`src/pkg/rcadc_pkg.sv`:
```
// Constants and carrier types for the RC oscillation converter counter block.
package rcadc_pkg;

	////////////////////////////////////////////////////////////////////////////
	// Register addresses.
	localparam logic [15:0] RCADC_ADDR_TB_LOW = 16'hF800;
	localparam logic [15:0] RCADC_ADDR_TB_HIGH = 16'hF802;
	localparam logic [15:0] RCADC_ADDR_OSC_LOW = 16'hF804;
	localparam logic [15:0] RCADC_ADDR_OSC_HIGH = 16'hF806;
	localparam logic [15:0] RCADC_ADDR_MODE = 16'hF808;
	localparam logic [15:0] RCADC_ADDR_CTRL = 16'hF80A;
	localparam logic [15:0] RCADC_ADDR_STATUS = 16'hF80C;
	localparam logic [15:0] RCADC_ADDR_MASK = 16'hF80E;

	////////////////////////////////////////////////////////////////////////////
	// Field layouts.
	localparam int RCADC_CNT_W = 24;
	localparam int RCADC_MODE_OSC_LSB = 0;
	localparam int RCADC_MODE_OSC_W = 4;
	localparam int RCADC_MODE_IRQSEL_BIT = 4;
	localparam int RCADC_MODE_CLKSEL_LSB = 5;
	localparam int RCADC_MODE_CLKSEL_W = 3;
	localparam int RCADC_MODE_SUPPLY_BIT = 8;
	localparam int RCADC_CTRL_RUN_BIT = 0;
	localparam int RCADC_IRQ_W = 3;
	localparam int RCADC_ST_TB_OVF_BIT = 0;
	localparam int RCADC_ST_OSC_OVF_BIT = 1;
	localparam int RCADC_ST_REQ_BIT = 2;
	localparam int RCADC_PRESCALE_W = 6;
	localparam logic [15:0] RCADC_MODE_WRITE_MASK = 16'h01FF;
	localparam logic [15:0] RCADC_CTRL_WRITE_MASK = 16'h0001;

	////////////////////////////////////////////////////////////////////////////
	// Reset values and limits.
	localparam logic [15:0] RCADC_REG_RESET = 16'h0000;
	localparam logic [23:0] RCADC_CNT_RESET = 24'h000000;
	localparam logic [23:0] RCADC_CNT_MAX = 24'hFFFFFF;
	localparam logic [2:0] RCADC_IRQ_RESET = 3'h0;

	////////////////////////////////////////////////////////////////////////////
	// Carriers.
	typedef struct packed {
		logic [15:0] addr;
		logic [15:0] wdata;
		logic wr;
		logic rd;
		logic byte_sel;
	} rcadc_bus_req_s;

	typedef struct packed {
		logic ch1_resistive_sensor_pin;
		logic ch1_reference_resistor_pin;
		logic ch1_reference_cap_pin;
		logic ch0_resistive_sensor_pin;
		logic ch0_rc_sensor_pin;
		logic ch0_reference_resistor_pin;
		logic ch0_reference_cap_pin;
	} rcadc_drive_s;

	localparam rcadc_drive_s RCADC_DRIVE_OFF = 7'h00;

endpackage

```
`src/hdl/rcadc_top.sv`:
```
// RC oscillation converter: two 24-bit counters, mode and control registers, pin drive.
// Contract
// - Two independent 24-bit counters plus mode and control registers.
// - Result comes from counting an oscillator whose rate follows the attached R or C.
// - Two oscillator channels share the counters; only one channel oscillates at a time.
// - Time-base low word register holds counter bits 15..0 at the first address.
// - Time-base upper register holds bits 23..16 in its low byte only.
// - Oscillation low word register holds counter bits 15..0.
// - Oscillation upper register holds bits 23..16 in its low byte only.
// - Software can preset and read back both counters.
// - While running, counter reads return the last written value.
// - When stopped, counter reads return the accumulated count.
// - All counter, mode and control registers reset to zero.
// - Word registers take byte and word access at even address, byte only at odd.
// - Per-channel input and drive pins, plus a shared oscillation monitor output.
// - Run bit starts and stops counting; any counter overflow clears it.
// - Time-base counts the base clock, oscillation counter the RC clock, to full scale.
// - Each counter has an overflow flag; a mode bit picks which raises the request.
// - Mode field picks one of eight oscillation setups over both circuits.
`timescale 1ns/10ps
module rcadc_top (
	// Clock, reset and enable.
	input wire logic clk_sys,
	input wire logic resetn,
	input wire logic clk_en,
	// Register port.
	input wire rcadc_pkg::rcadc_bus_req_s bus_req,
	output logic [15:0] bus_rdata,
	// Clock sources from the clock generator.
	input wire logic lsclk_in,
	input wire logic osclk_in,
	// Oscillator pins.
	input wire logic channel0_osc_input,
	input wire logic channel1_osc_input,
	output rcadc_pkg::rcadc_drive_s pin_drive,
	output logic oscillation_monitor_output,
	output logic supply_range_select,
	// Interrupt.
	output logic converter_interrupt_request
);
	import rcadc_pkg::*;

	////////////////////////////////////////////////////////////////////////////
	// Input synchronisers: lsclk, osclk, channel 0, channel 1.
	// The first stage feeds only the second; edges are taken from stages two and three.
	logic [3:0] sync1_reg;
	logic [3:0] sync2_reg;
	logic [3:0] sync3_reg;
	wire [3:0] pin_async = {channel1_osc_input, channel0_osc_input, osclk_in, lsclk_in};
	wire [3:0] pin_rise = sync2_reg & ~sync3_reg;

	// Stage one is the only flop that may go metastable, so nothing else reads it.
	always_ff @(posedge clk_sys or negedge resetn) begin
		if (!resetn) begin
			sync1_reg <= 4'h0;
		end else if (clk_en) begin
			sync1_reg <= pin_async;
		end
	end

	always_ff @(posedge clk_sys or negedge resetn) begin
		if (!resetn) begin
			sync2_reg <= 4'h0;
		end else if (clk_en) begin
			sync2_reg <= sync1_reg;
		end
	end

	always_ff @(posedge clk_sys or negedge resetn) begin
		if (!resetn) begin
			sync3_reg <= 4'h0;
		end else if (clk_en) begin
			sync3_reg <= sync2_reg;
		end
	end

	////////////////////////////////////////////////////////////////////////////
	// Register state.
	logic [15:0] mode_reg;
	logic run_reg;
	logic [RCADC_IRQ_W-1:0] status_reg;
	logic [RCADC_IRQ_W-1:0] mask_reg;
	logic [RCADC_PRESCALE_W-1:0] prescale_reg;
	logic [15:0] rdata_reg;
	logic irq_reg;
	logic monitor_reg;
	rcadc_drive_s drive_reg;
	logic [RCADC_CNT_W-1:0] cnt_reg [2];
	logic [RCADC_CNT_W-1:0] set_reg [2];

	////////////////////////////////////////////////////////////////////////////
	// Bus decode.
	// Byte and word lanes
	wire addr_odd = bus_req.addr[0];
	wire lo_en = bus_req.wr & ~addr_odd;
	// A byte write carries its data on the low lane, whichever byte it targets.
	wire hi_en = bus_req.wr & (addr_odd ? bus_req.byte_sel : ~bus_req.byte_sel);
	wire word_odd = ~bus_req.byte_sel & addr_odd;
	wire hit_tb_lo = bus_req.addr[15:1] == RCADC_ADDR_TB_LOW[15:1];
	wire hit_tb_hi = bus_req.addr[15:1] == RCADC_ADDR_TB_HIGH[15:1];
	wire hit_osc_lo = bus_req.addr[15:1] == RCADC_ADDR_OSC_LOW[15:1];
	wire hit_osc_hi = bus_req.addr[15:1] == RCADC_ADDR_OSC_HIGH[15:1];
	wire hit_mode = bus_req.addr[15:1] == RCADC_ADDR_MODE[15:1];
	wire hit_ctrl = bus_req.addr[15:1] == RCADC_ADDR_CTRL[15:1];
	wire hit_status = bus_req.addr[15:1] == RCADC_ADDR_STATUS[15:1];
	wire hit_mask = bus_req.addr[15:1] == RCADC_ADDR_MASK[15:1];

	wire [1:0] hit_cnt_lo = {hit_osc_lo, hit_tb_lo};
	wire [1:0] hit_cnt_hi = {hit_osc_hi, hit_tb_hi};

	function automatic logic [15:0] merge16(input logic [15:0] old, input logic [15:0] wd,
		input logic en_lo, input logic en_hi);
		logic [15:0] res;
		res = old;
		if (en_lo) begin
			res[7:0] = wd[7:0];
		end
		if (en_hi) begin
			res[15:8] = bus_req.byte_sel ? wd[7:0] : wd[15:8];
		end
		return res;
	endfunction

	////////////////////////////////////////////////////////////////////////////
	// Mode decode.
	wire [RCADC_MODE_OSC_W-1:0] osc_mode = mode_reg[RCADC_MODE_OSC_LSB +: RCADC_MODE_OSC_W];
	wire [RCADC_MODE_CLKSEL_W-1:0] clk_sel =
		mode_reg[RCADC_MODE_CLKSEL_LSB +: RCADC_MODE_CLKSEL_W];
	wire irq_sel = mode_reg[RCADC_MODE_IRQSEL_BIT];
	// Codes with the top bit set are prohibited; they stop the oscillator entirely.
	wire mode_legal = ~osc_mode[RCADC_MODE_OSC_W-1];
	// Channel choice
	// Channel 1 serves codes 5 to 7; prohibited codes never count, so their pick is moot.
	wire use_ch1 = osc_mode[2] & (osc_mode[1] | osc_mode[0]);
	wire osc_level = use_ch1 ? sync2_reg[3] : sync2_reg[2];
	wire osc_edge = use_ch1 ? pin_rise[3] : pin_rise[2];

	rcadc_drive_s drive_sel;
	always_comb begin
		drive_sel = RCADC_DRIVE_OFF;
		unique case (osc_mode)
			// External input modes leave every drive pin off.
			4'h0: begin
				drive_sel = RCADC_DRIVE_OFF;
			end
			4'h1: begin
				drive_sel.ch0_reference_resistor_pin = 1'b1;
				drive_sel.ch0_reference_cap_pin = 1'b1;
			end
			4'h2: begin
				drive_sel.ch0_resistive_sensor_pin = 1'b1;
				drive_sel.ch0_reference_cap_pin = 1'b1;
			end
			4'h3: begin
				drive_sel.ch0_resistive_sensor_pin = 1'b1;
				drive_sel.ch0_rc_sensor_pin = 1'b1;
				drive_sel.ch0_reference_cap_pin = 1'b1;
			end
			4'h4: begin
				drive_sel.ch0_reference_resistor_pin = 1'b1;
				drive_sel.ch0_rc_sensor_pin = 1'b1;
			end
			4'h5: begin
				drive_sel.ch1_reference_resistor_pin = 1'b1;
				drive_sel.ch1_reference_cap_pin = 1'b1;
			end
			4'h6: begin
				drive_sel.ch1_resistive_sensor_pin = 1'b1;
				drive_sel.ch1_reference_cap_pin = 1'b1;
			end
			4'h7: begin
				drive_sel = RCADC_DRIVE_OFF;
			end
			default: begin
				drive_sel = RCADC_DRIVE_OFF;
			end
		endcase
	end

	////////////////////////////////////////////////////////////////////////////
	// Count ticks.
	// Code 0 takes the low-speed clock; codes 1..7 divide the fast clock by 1..64.
	wire [RCADC_PRESCALE_W-1:0] div_mask =
		RCADC_PRESCALE_W'((7'h01 << (clk_sel - 3'h1)) - 7'h01);
	wire fast_tick = pin_rise[1] & ((prescale_reg & div_mask) == div_mask);
	wire base_tick = (clk_sel == 3'h0) ? pin_rise[0] : fast_tick;
	wire [1:0] cnt_tick = {run_reg & mode_legal & osc_edge, run_reg & base_tick};

	////////////////////////////////////////////////////////////////////////////
	// Counters: index 0 is the time base, index 1 the oscillation count.
	wire [1:0] cnt_ovf;
	wire [RCADC_CNT_W-1:0] cnt_view [2];
	generate
		for (genvar i = 0; i < 2; i++) begin : g_cnt
			// A write while running changes only the preset; the live count carries on.
			// Preset shown while running
			assign cnt_view[i] = run_reg ? set_reg[i] : cnt_reg[i];
			wire [15:0] lo_new = merge16(cnt_view[i][15:0], bus_req.wdata,
				lo_en & hit_cnt_lo[i], hi_en & hit_cnt_lo[i]);
			wire [7:0] hi_new = (lo_en & hit_cnt_hi[i]) ? bus_req.wdata[7:0]
				: cnt_view[i][23:16];
			wire wr_any = (lo_en | hi_en) & (hit_cnt_lo[i] | hit_cnt_hi[i]);
			wire [RCADC_CNT_W-1:0] written = {hi_new, lo_new};
			assign cnt_ovf[i] = cnt_tick[i] & (cnt_reg[i] == RCADC_CNT_MAX);
			wire [RCADC_CNT_W-1:0] cnt_next = (wr_any & ~run_reg) ? written
				: cnt_tick[i] ? cnt_reg[i] + 24'h000001 : cnt_reg[i];
			wire [RCADC_CNT_W-1:0] set_next = wr_any ? written : set_reg[i];

			always_ff @(posedge clk_sys or negedge resetn) begin
				if (!resetn) begin
					cnt_reg[i] <= RCADC_CNT_RESET;
				end else if (clk_en) begin
					cnt_reg[i] <= cnt_next;
				end
			end

			always_ff @(posedge clk_sys or negedge resetn) begin
				if (!resetn) begin
					set_reg[i] <= RCADC_CNT_RESET;
				end else if (clk_en) begin
					set_reg[i] <= set_next;
				end
			end
		end
	endgenerate

	////////////////////////////////////////////////////////////////////////////
	// Control, status and mask.
	// Overflow ends the run over any write
	wire run_next = |cnt_ovf ? 1'b0
		: (lo_en & hit_ctrl) ? bus_req.wdata[RCADC_CTRL_RUN_BIT] : run_reg;
	// Bit 2 follows whichever overflow the mode bit picks, so one mask bit gates it.
	// Selected overflow raises the request
	wire [RCADC_IRQ_W-1:0] status_set = {irq_sel ? cnt_ovf[1] : cnt_ovf[0], cnt_ovf[1],
		cnt_ovf[0]};
	wire [RCADC_IRQ_W-1:0] status_clr = (lo_en & hit_status) ?
		bus_req.wdata[RCADC_IRQ_W-1:0] : RCADC_IRQ_RESET;
	// A flag raised in the same cycle as its clear stays set.
	wire [RCADC_IRQ_W-1:0] status_next = (status_reg & ~status_clr) | status_set;
	wire [15:0] mode_next = merge16(mode_reg, bus_req.wdata, lo_en & hit_mode,
		hi_en & hit_mode) & RCADC_MODE_WRITE_MASK;
	wire [RCADC_IRQ_W-1:0] mask_next = (lo_en & hit_mask) ?
		bus_req.wdata[RCADC_IRQ_W-1:0] : mask_reg;

	always_ff @(posedge clk_sys or negedge resetn) begin
		if (!resetn) begin
			mode_reg <= RCADC_REG_RESET;
		end else if (clk_en) begin
			mode_reg <= mode_next;
		end
	end

	always_ff @(posedge clk_sys or negedge resetn) begin
		if (!resetn) begin
			run_reg <= 1'b0;
		end else if (clk_en) begin
			run_reg <= run_next;
		end
	end

	always_ff @(posedge clk_sys or negedge resetn) begin
		if (!resetn) begin
			status_reg <= RCADC_IRQ_RESET;
		end else if (clk_en) begin
			status_reg <= status_next;
		end
	end

	always_ff @(posedge clk_sys or negedge resetn) begin
		if (!resetn) begin
			mask_reg <= RCADC_IRQ_RESET;
		end else if (clk_en) begin
			mask_reg <= mask_next;
		end
	end

	// The prescaler restarts whenever the run stops so each conversion sees whole periods.
	always_ff @(posedge clk_sys or negedge resetn) begin
		if (!resetn) begin
			prescale_reg <= '0;
		end else if (clk_en) begin
			if (!run_reg) begin
				prescale_reg <= '0;
			end else if (pin_rise[1]) begin
				prescale_reg <= prescale_reg + 6'h01;
			end
		end
	end

	////////////////////////////////////////////////////////////////////////////
	// Read path.
	// Stopped counters show the count
	wire [15:0] view_tb_lo = cnt_view[0][15:0];
	wire [15:0] view_tb_hi = {8'h00, cnt_view[0][23:16]};
	wire [15:0] view_osc_lo = cnt_view[1][15:0];
	wire [15:0] view_osc_hi = {8'h00, cnt_view[1][23:16]};
	wire [15:0] view_ctrl = {15'h0000, run_reg};
	wire [15:0] view_status = {13'h0000, status_reg};
	wire [15:0] view_mask = {13'h0000, mask_reg};
	wire [15:0] word_sel =
		hit_tb_lo ? view_tb_lo :
		hit_tb_hi ? view_tb_hi :
		hit_osc_lo ? view_osc_lo :
		hit_osc_hi ? view_osc_hi :
		hit_mode ? mode_reg :
		hit_ctrl ? view_ctrl :
		hit_status ? view_status :
		hit_mask ? view_mask : 16'h0000;
	wire [7:0] byte_pick = addr_odd ? word_sel[15:8] : word_sel[7:0];
	// Odd address serves only byte reads
	wire [15:0] rdata_next = ~bus_req.rd ? 16'h0000
		: word_odd ? 16'h0000
		: bus_req.byte_sel ? {8'h00, byte_pick}
		: word_sel;

	////////////////////////////////////////////////////////////////////////////
	// Registered outputs.
	// Every output leaves a flip-flop, so its timing does not depend on decode depth.
	always_ff @(posedge clk_sys or negedge resetn) begin
		if (!resetn) begin
			rdata_reg <= RCADC_REG_RESET;
		end else if (clk_en) begin
			rdata_reg <= rdata_next;
		end
	end

	always_ff @(posedge clk_sys or negedge resetn) begin
		if (!resetn) begin
			irq_reg <= 1'b0;
		end else if (clk_en) begin
			irq_reg <= |(status_reg & mask_reg);
		end
	end

	// Oscillator runs only during a conversion
	always_ff @(posedge clk_sys or negedge resetn) begin
		if (!resetn) begin
			monitor_reg <= 1'b0;
		end else if (clk_en) begin
			monitor_reg <= run_reg & mode_legal & osc_level;
		end
	end

	always_ff @(posedge clk_sys or negedge resetn) begin
		if (!resetn) begin
			drive_reg <= RCADC_DRIVE_OFF;
		end else if (clk_en) begin
			drive_reg <= run_reg ? drive_sel : RCADC_DRIVE_OFF;
		end
	end

	assign bus_rdata = rdata_reg;
	assign converter_interrupt_request = irq_reg;
	assign oscillation_monitor_output = monitor_reg;
	assign pin_drive = drive_reg;
	assign supply_range_select = mode_reg[RCADC_MODE_SUPPLY_BIT];

endmodule

```
`config.mk`:
```
export PLATFORM = sky130hd
export DESIGN_NAME = rcadc_top
export DESIGN_NICKNAME = d
export VERILOG_FILES = /design/src/pkg/rcadc_pkg.sv /design/src/hdl/rcadc_top.sv
export SDC_FILE = /design/constraint.sdc
export NUM_CORES = 1
export LEC_CHECK = 0
export BUFFER_PORTS_ARGS = -buffer_cell sky130_fd_sc_hd__buf_4
export CORE_MARGIN = 2
export CORE_UTILIZATION = 50
export DETAILED_ROUTE_END_ITERATION = 10
export PLACE_DENSITY = 0.76
export SETUP_SLACK_MARGIN = 0.15
export SLEW_MARGIN = 20
export SYNTH_ARGS = -nofsm -noshare
export SYNTH_HDL_FRONTEND = slang
export SYNTH_SLANG_ARGS = --single-unit
```
`constraint.sdc`:
```
create_clock -name clk_sys -period 4.1 [get_ports clk_sys]
set_input_delay 0.82 -clock clk_sys [delete_from_list [all_inputs] [get_ports clk_sys]]
set_output_delay 0.82 -clock clk_sys [all_outputs]
set_load 0.01 [all_outputs]
```
==> summary.txt <==
Synth
  • Post-Syn Nets: between 1000 and 1500
  • Largest area contributor in the netlist: dfrtp_1
  • Post-synthesis mux area share: between 10% and 20%
  • Prevailing post-synth register cell: dfrtp_1
  • FFs w/ async S/R, synth: 100%
  • Post-Synth XOR/XNOR Area: less than 1%
  • Number of synthesized register bits: between 150 and 200
  • Synth area leaders: dfrtp_1 (42%), mux2_2 (6.3%), nand2_1 (6.2%)
  • Post-Syn Area: roughly 0.009 mm²
  • Post-Syn Instances: approximately 1100
  • Top cell type's share of synthesized area: a little over two fifths
  • Synth Area in Compound Gates: roughly a fifth
  • Post-synthesis adder-cell area fraction: 0.541%
  • Syn Area/Cell: slightly below 9 µm²
  • Synth Area in Simple Gates: between 20% and 30%
  • Post-synth cell types: 70
  • Number of flops mapped to enable cells by yosys: 0
  • Largest family of logic cells by synthesized area: compound AO/OA/AOI/OAI gates
  • Share of the yosys chip area belonging to registers: between 40% and 50%
  • Ys Warns: 0

Placement
  • HPWL after DPL: ~20000 µm
  • Buffers on Ports: 67
  • Placed cell count: ~1300
  • GP Congestion: between 0.9 and 1
  • Placed cell area: 0.00992 mm²

Cells and area
  • Area growth from synthesis to layout: 14.0%
  • Design Area, Final: between 0.01 and 0.015 mm²
  • Fill count: between 1500 and 2000
  • Non-filler cells in the finished layout: 1339
  • Final net count: about 1100
  • Reg area: between 0.003 and 0.004 mm²
  • Layout cell share with drive strength beyond 1: roughly 17%
  • N_diodes: 0
  • Utilization after layout: 58.4%
  • Area occupied by multi-input gates: around 0.005 mm²
  • Most frequent cells in the layout: nand2_1 (154), dfrtp_1 (154), o21ai_0 (112)

Detailed routing
  • Wire per inst: approximately 21 µm
  • Via count: about 9000
  • Drt first pass iters: 11
  • Detail Route Antenna Nets: 0
  • Residual DRC: 2
  • DRT Wirelength: 28700 µm
  • DR iter-0 viols: 950
  • Drt via density: between 6 and 7

Global route
  • Initial antenna violation count: 0
  • Total global routing overflow: 0
  • Tot GR Track Use: between 20 and 30%
  • First-pass GRT wire length: roughly 45000 µm
  • Largest net degree at the start of global routing: 63
  • Vias in the first global route: just over 8000

Outcome
  • Status: complete, but fails checks
  • Failing checks: design-rule violations

Floorplan
  • Die Span Y: 140 µm
  • # rows: 49
  • Die area: between 0.015 and 0.02 mm²
  • Ports: 68
  • CORE AREA: about 0.018 mm²
  • Die Wd: approximately 140 µm
  • Initial Util: about 51%

Power and ir drop
  • PD cells: 374 mW/mm²
  • P_leak: 4.56 nW
  • Total Power: slightly below 4 mW
  • Maximum vdd drop: approximately 0.26 mV

Flow run
  • Max Cap Viol: 0

CTS
  • Max H-tree Level: 4
  • Clk root buf: clkbuf_16
  • Clock Latency Late Sink: roughly 0.43 ns
  • Sinks on Clock Net: approximately 160
  • Post-CTS Setup Inserts: 0
  • CTS tree: done
  • Max Root-Sink Buffers: 2
  • Post-CTS resize count: 0
  • Clk pin slew, worst setup/hold paths: 0.07 ns
  • Cts bufs inserted: 17
  • Hold buffers post-CTS: 0

STA
  • Relative max-transition margin: between 40% and 50%
  • Final Cycle Share: about 75%
  • Slew @ Worst Pin: ~0.9 ns
  • Clock skew: 0.0128 ns
  • Setup TNS: 0 ns
  • Count of final hold-check violations: 0
  • F_max: ~0.33 GHz
  • RSZ-0062 raised after global routing: false
  • Max-slew violation count: 0
  • Tmin final: slightly above 3 ns
  • # setup viols final: 0

Worst hold path
  • Hold Path Class: input pin to async pin

Critical path
  • CP Data Arrival Time: roughly 3.4 ns
  • Crit path launch type: input pin
  • Reg-to-reg startpoint: run_reg
  • Crit. Startpoint: bus_req[0]
  • Reg2Reg Depth: 7
  • Flop-to-flop setup slack: about 1.4 ns
  • CP endpoint kind: flip-flop
  • Worst Path Max Fanout: 27
  • Worst setup path category: input pin to flip-flop
  • Critical path data required time: between 4 and 5 ns
  • R2R Path End: cnt_reg[12]
[metal layers]
metal	track usage [%]	vias to the layer above	wire length, µm
li1	-	3979	-
met1	41.1	4249	12200
met2	44.4	446	12800
met3	6.46	73	2510
met4	12.8	0	1160
met5	0	-	0
[final cells by class]
class                   count  share of cell area, %
clock buffers              19                   4.29
clock inverters            13                   1.67
inverters                  22                  0.782
multi-input cells         817                   47.6
flip-flops and latches    155                   36.8
well taps                 229                   2.71
repair buffers             84                   6.13
[worst max-delay path by stage]
stage                  endpoint  slack (ns)  cells after the start
floorplan           set_reg[11]        0.79                      8
global placement    cnt_reg[26]        0.71                      9
detailed placement  cnt_reg[29]        0.64                      9
CTS                 cnt_reg[29]        1.09                      9
global route        cnt_reg[46]        0.85                      9
finish              cnt_reg[26]        1.03                      9
[cells by family (layout without fill, tap and decap cells)]
family | count (synthesis) | count (layout)
AND/OR/NAND/NOR | 387 | 387
AO/OA/AOI/OAI | 319 | 319
flip-flops | 155 | 155
multiplexers | 103 | 103
buffers and inverters | 82 | 138
adder cells (fa/ha/maj) | 4 | 4
XOR/XNOR | 4 | 4
[cell usage after synthesis (4+ instances only)]
library cell,n
a211oi_1,6
a21o_1,4
a21oi_1,84
a221oi_1,5
a22o_1,5
a22oi_1,9
a31oi_1,7
a32o_1,6
a32oi_1,7
and2_1,5
and3_1,12
and4_1,5
buf_1,5
buf_2,13
clkbuf_1,38
dfrtp_1,155
ha_1,4
inv_1,21
mux2_2,52
mux2i_1,50
nand2_1,154
nand2b_1,8
nand3_1,39
nand4_1,22
nor2_1,67
nor2b_1,6
nor3_1,26
nor3b_1,7
nor4_1,7
o211ai_1,5
o21a_1,4
o21ai_0,112
o21ai_1,5
o22a_1,12
o22ai_1,13
o2bb2ai_1,10
o32ai_1,8
or2_2,6
or3_1,4
[through the flow]
stage | hold WS, ns | setup slack, ns
2_1_floorplan | 0.433 | 0.791
3_3_place_gp | 0.443 | 0.711
3_5_place_dp | 0.450 | 0.641
4_1_cts | 0.374 | 1.09
5_1_grt | 0.401 | 0.853
6_report | 0.363 | 1.03
[worst max-delay path, stage by stage]
cell      delay, ns
buf_4          0.18
clkinv_1       0.29
ha_1           0.42
nand2b_1       0.18
and4_1         0.25
nand3_1        0.17
o21a_1         0.74
nor2_1         0.12
o22a_1         0.21
[where the power goes]
part           total [mW]  internal [mW]  switching [mW]
combinational       0.520          0.199           0.321
sequential           1.72           1.62           0.105
clock                1.71           1.01           0.699
No activity file was read; power rests on OpenSTA's default activity.
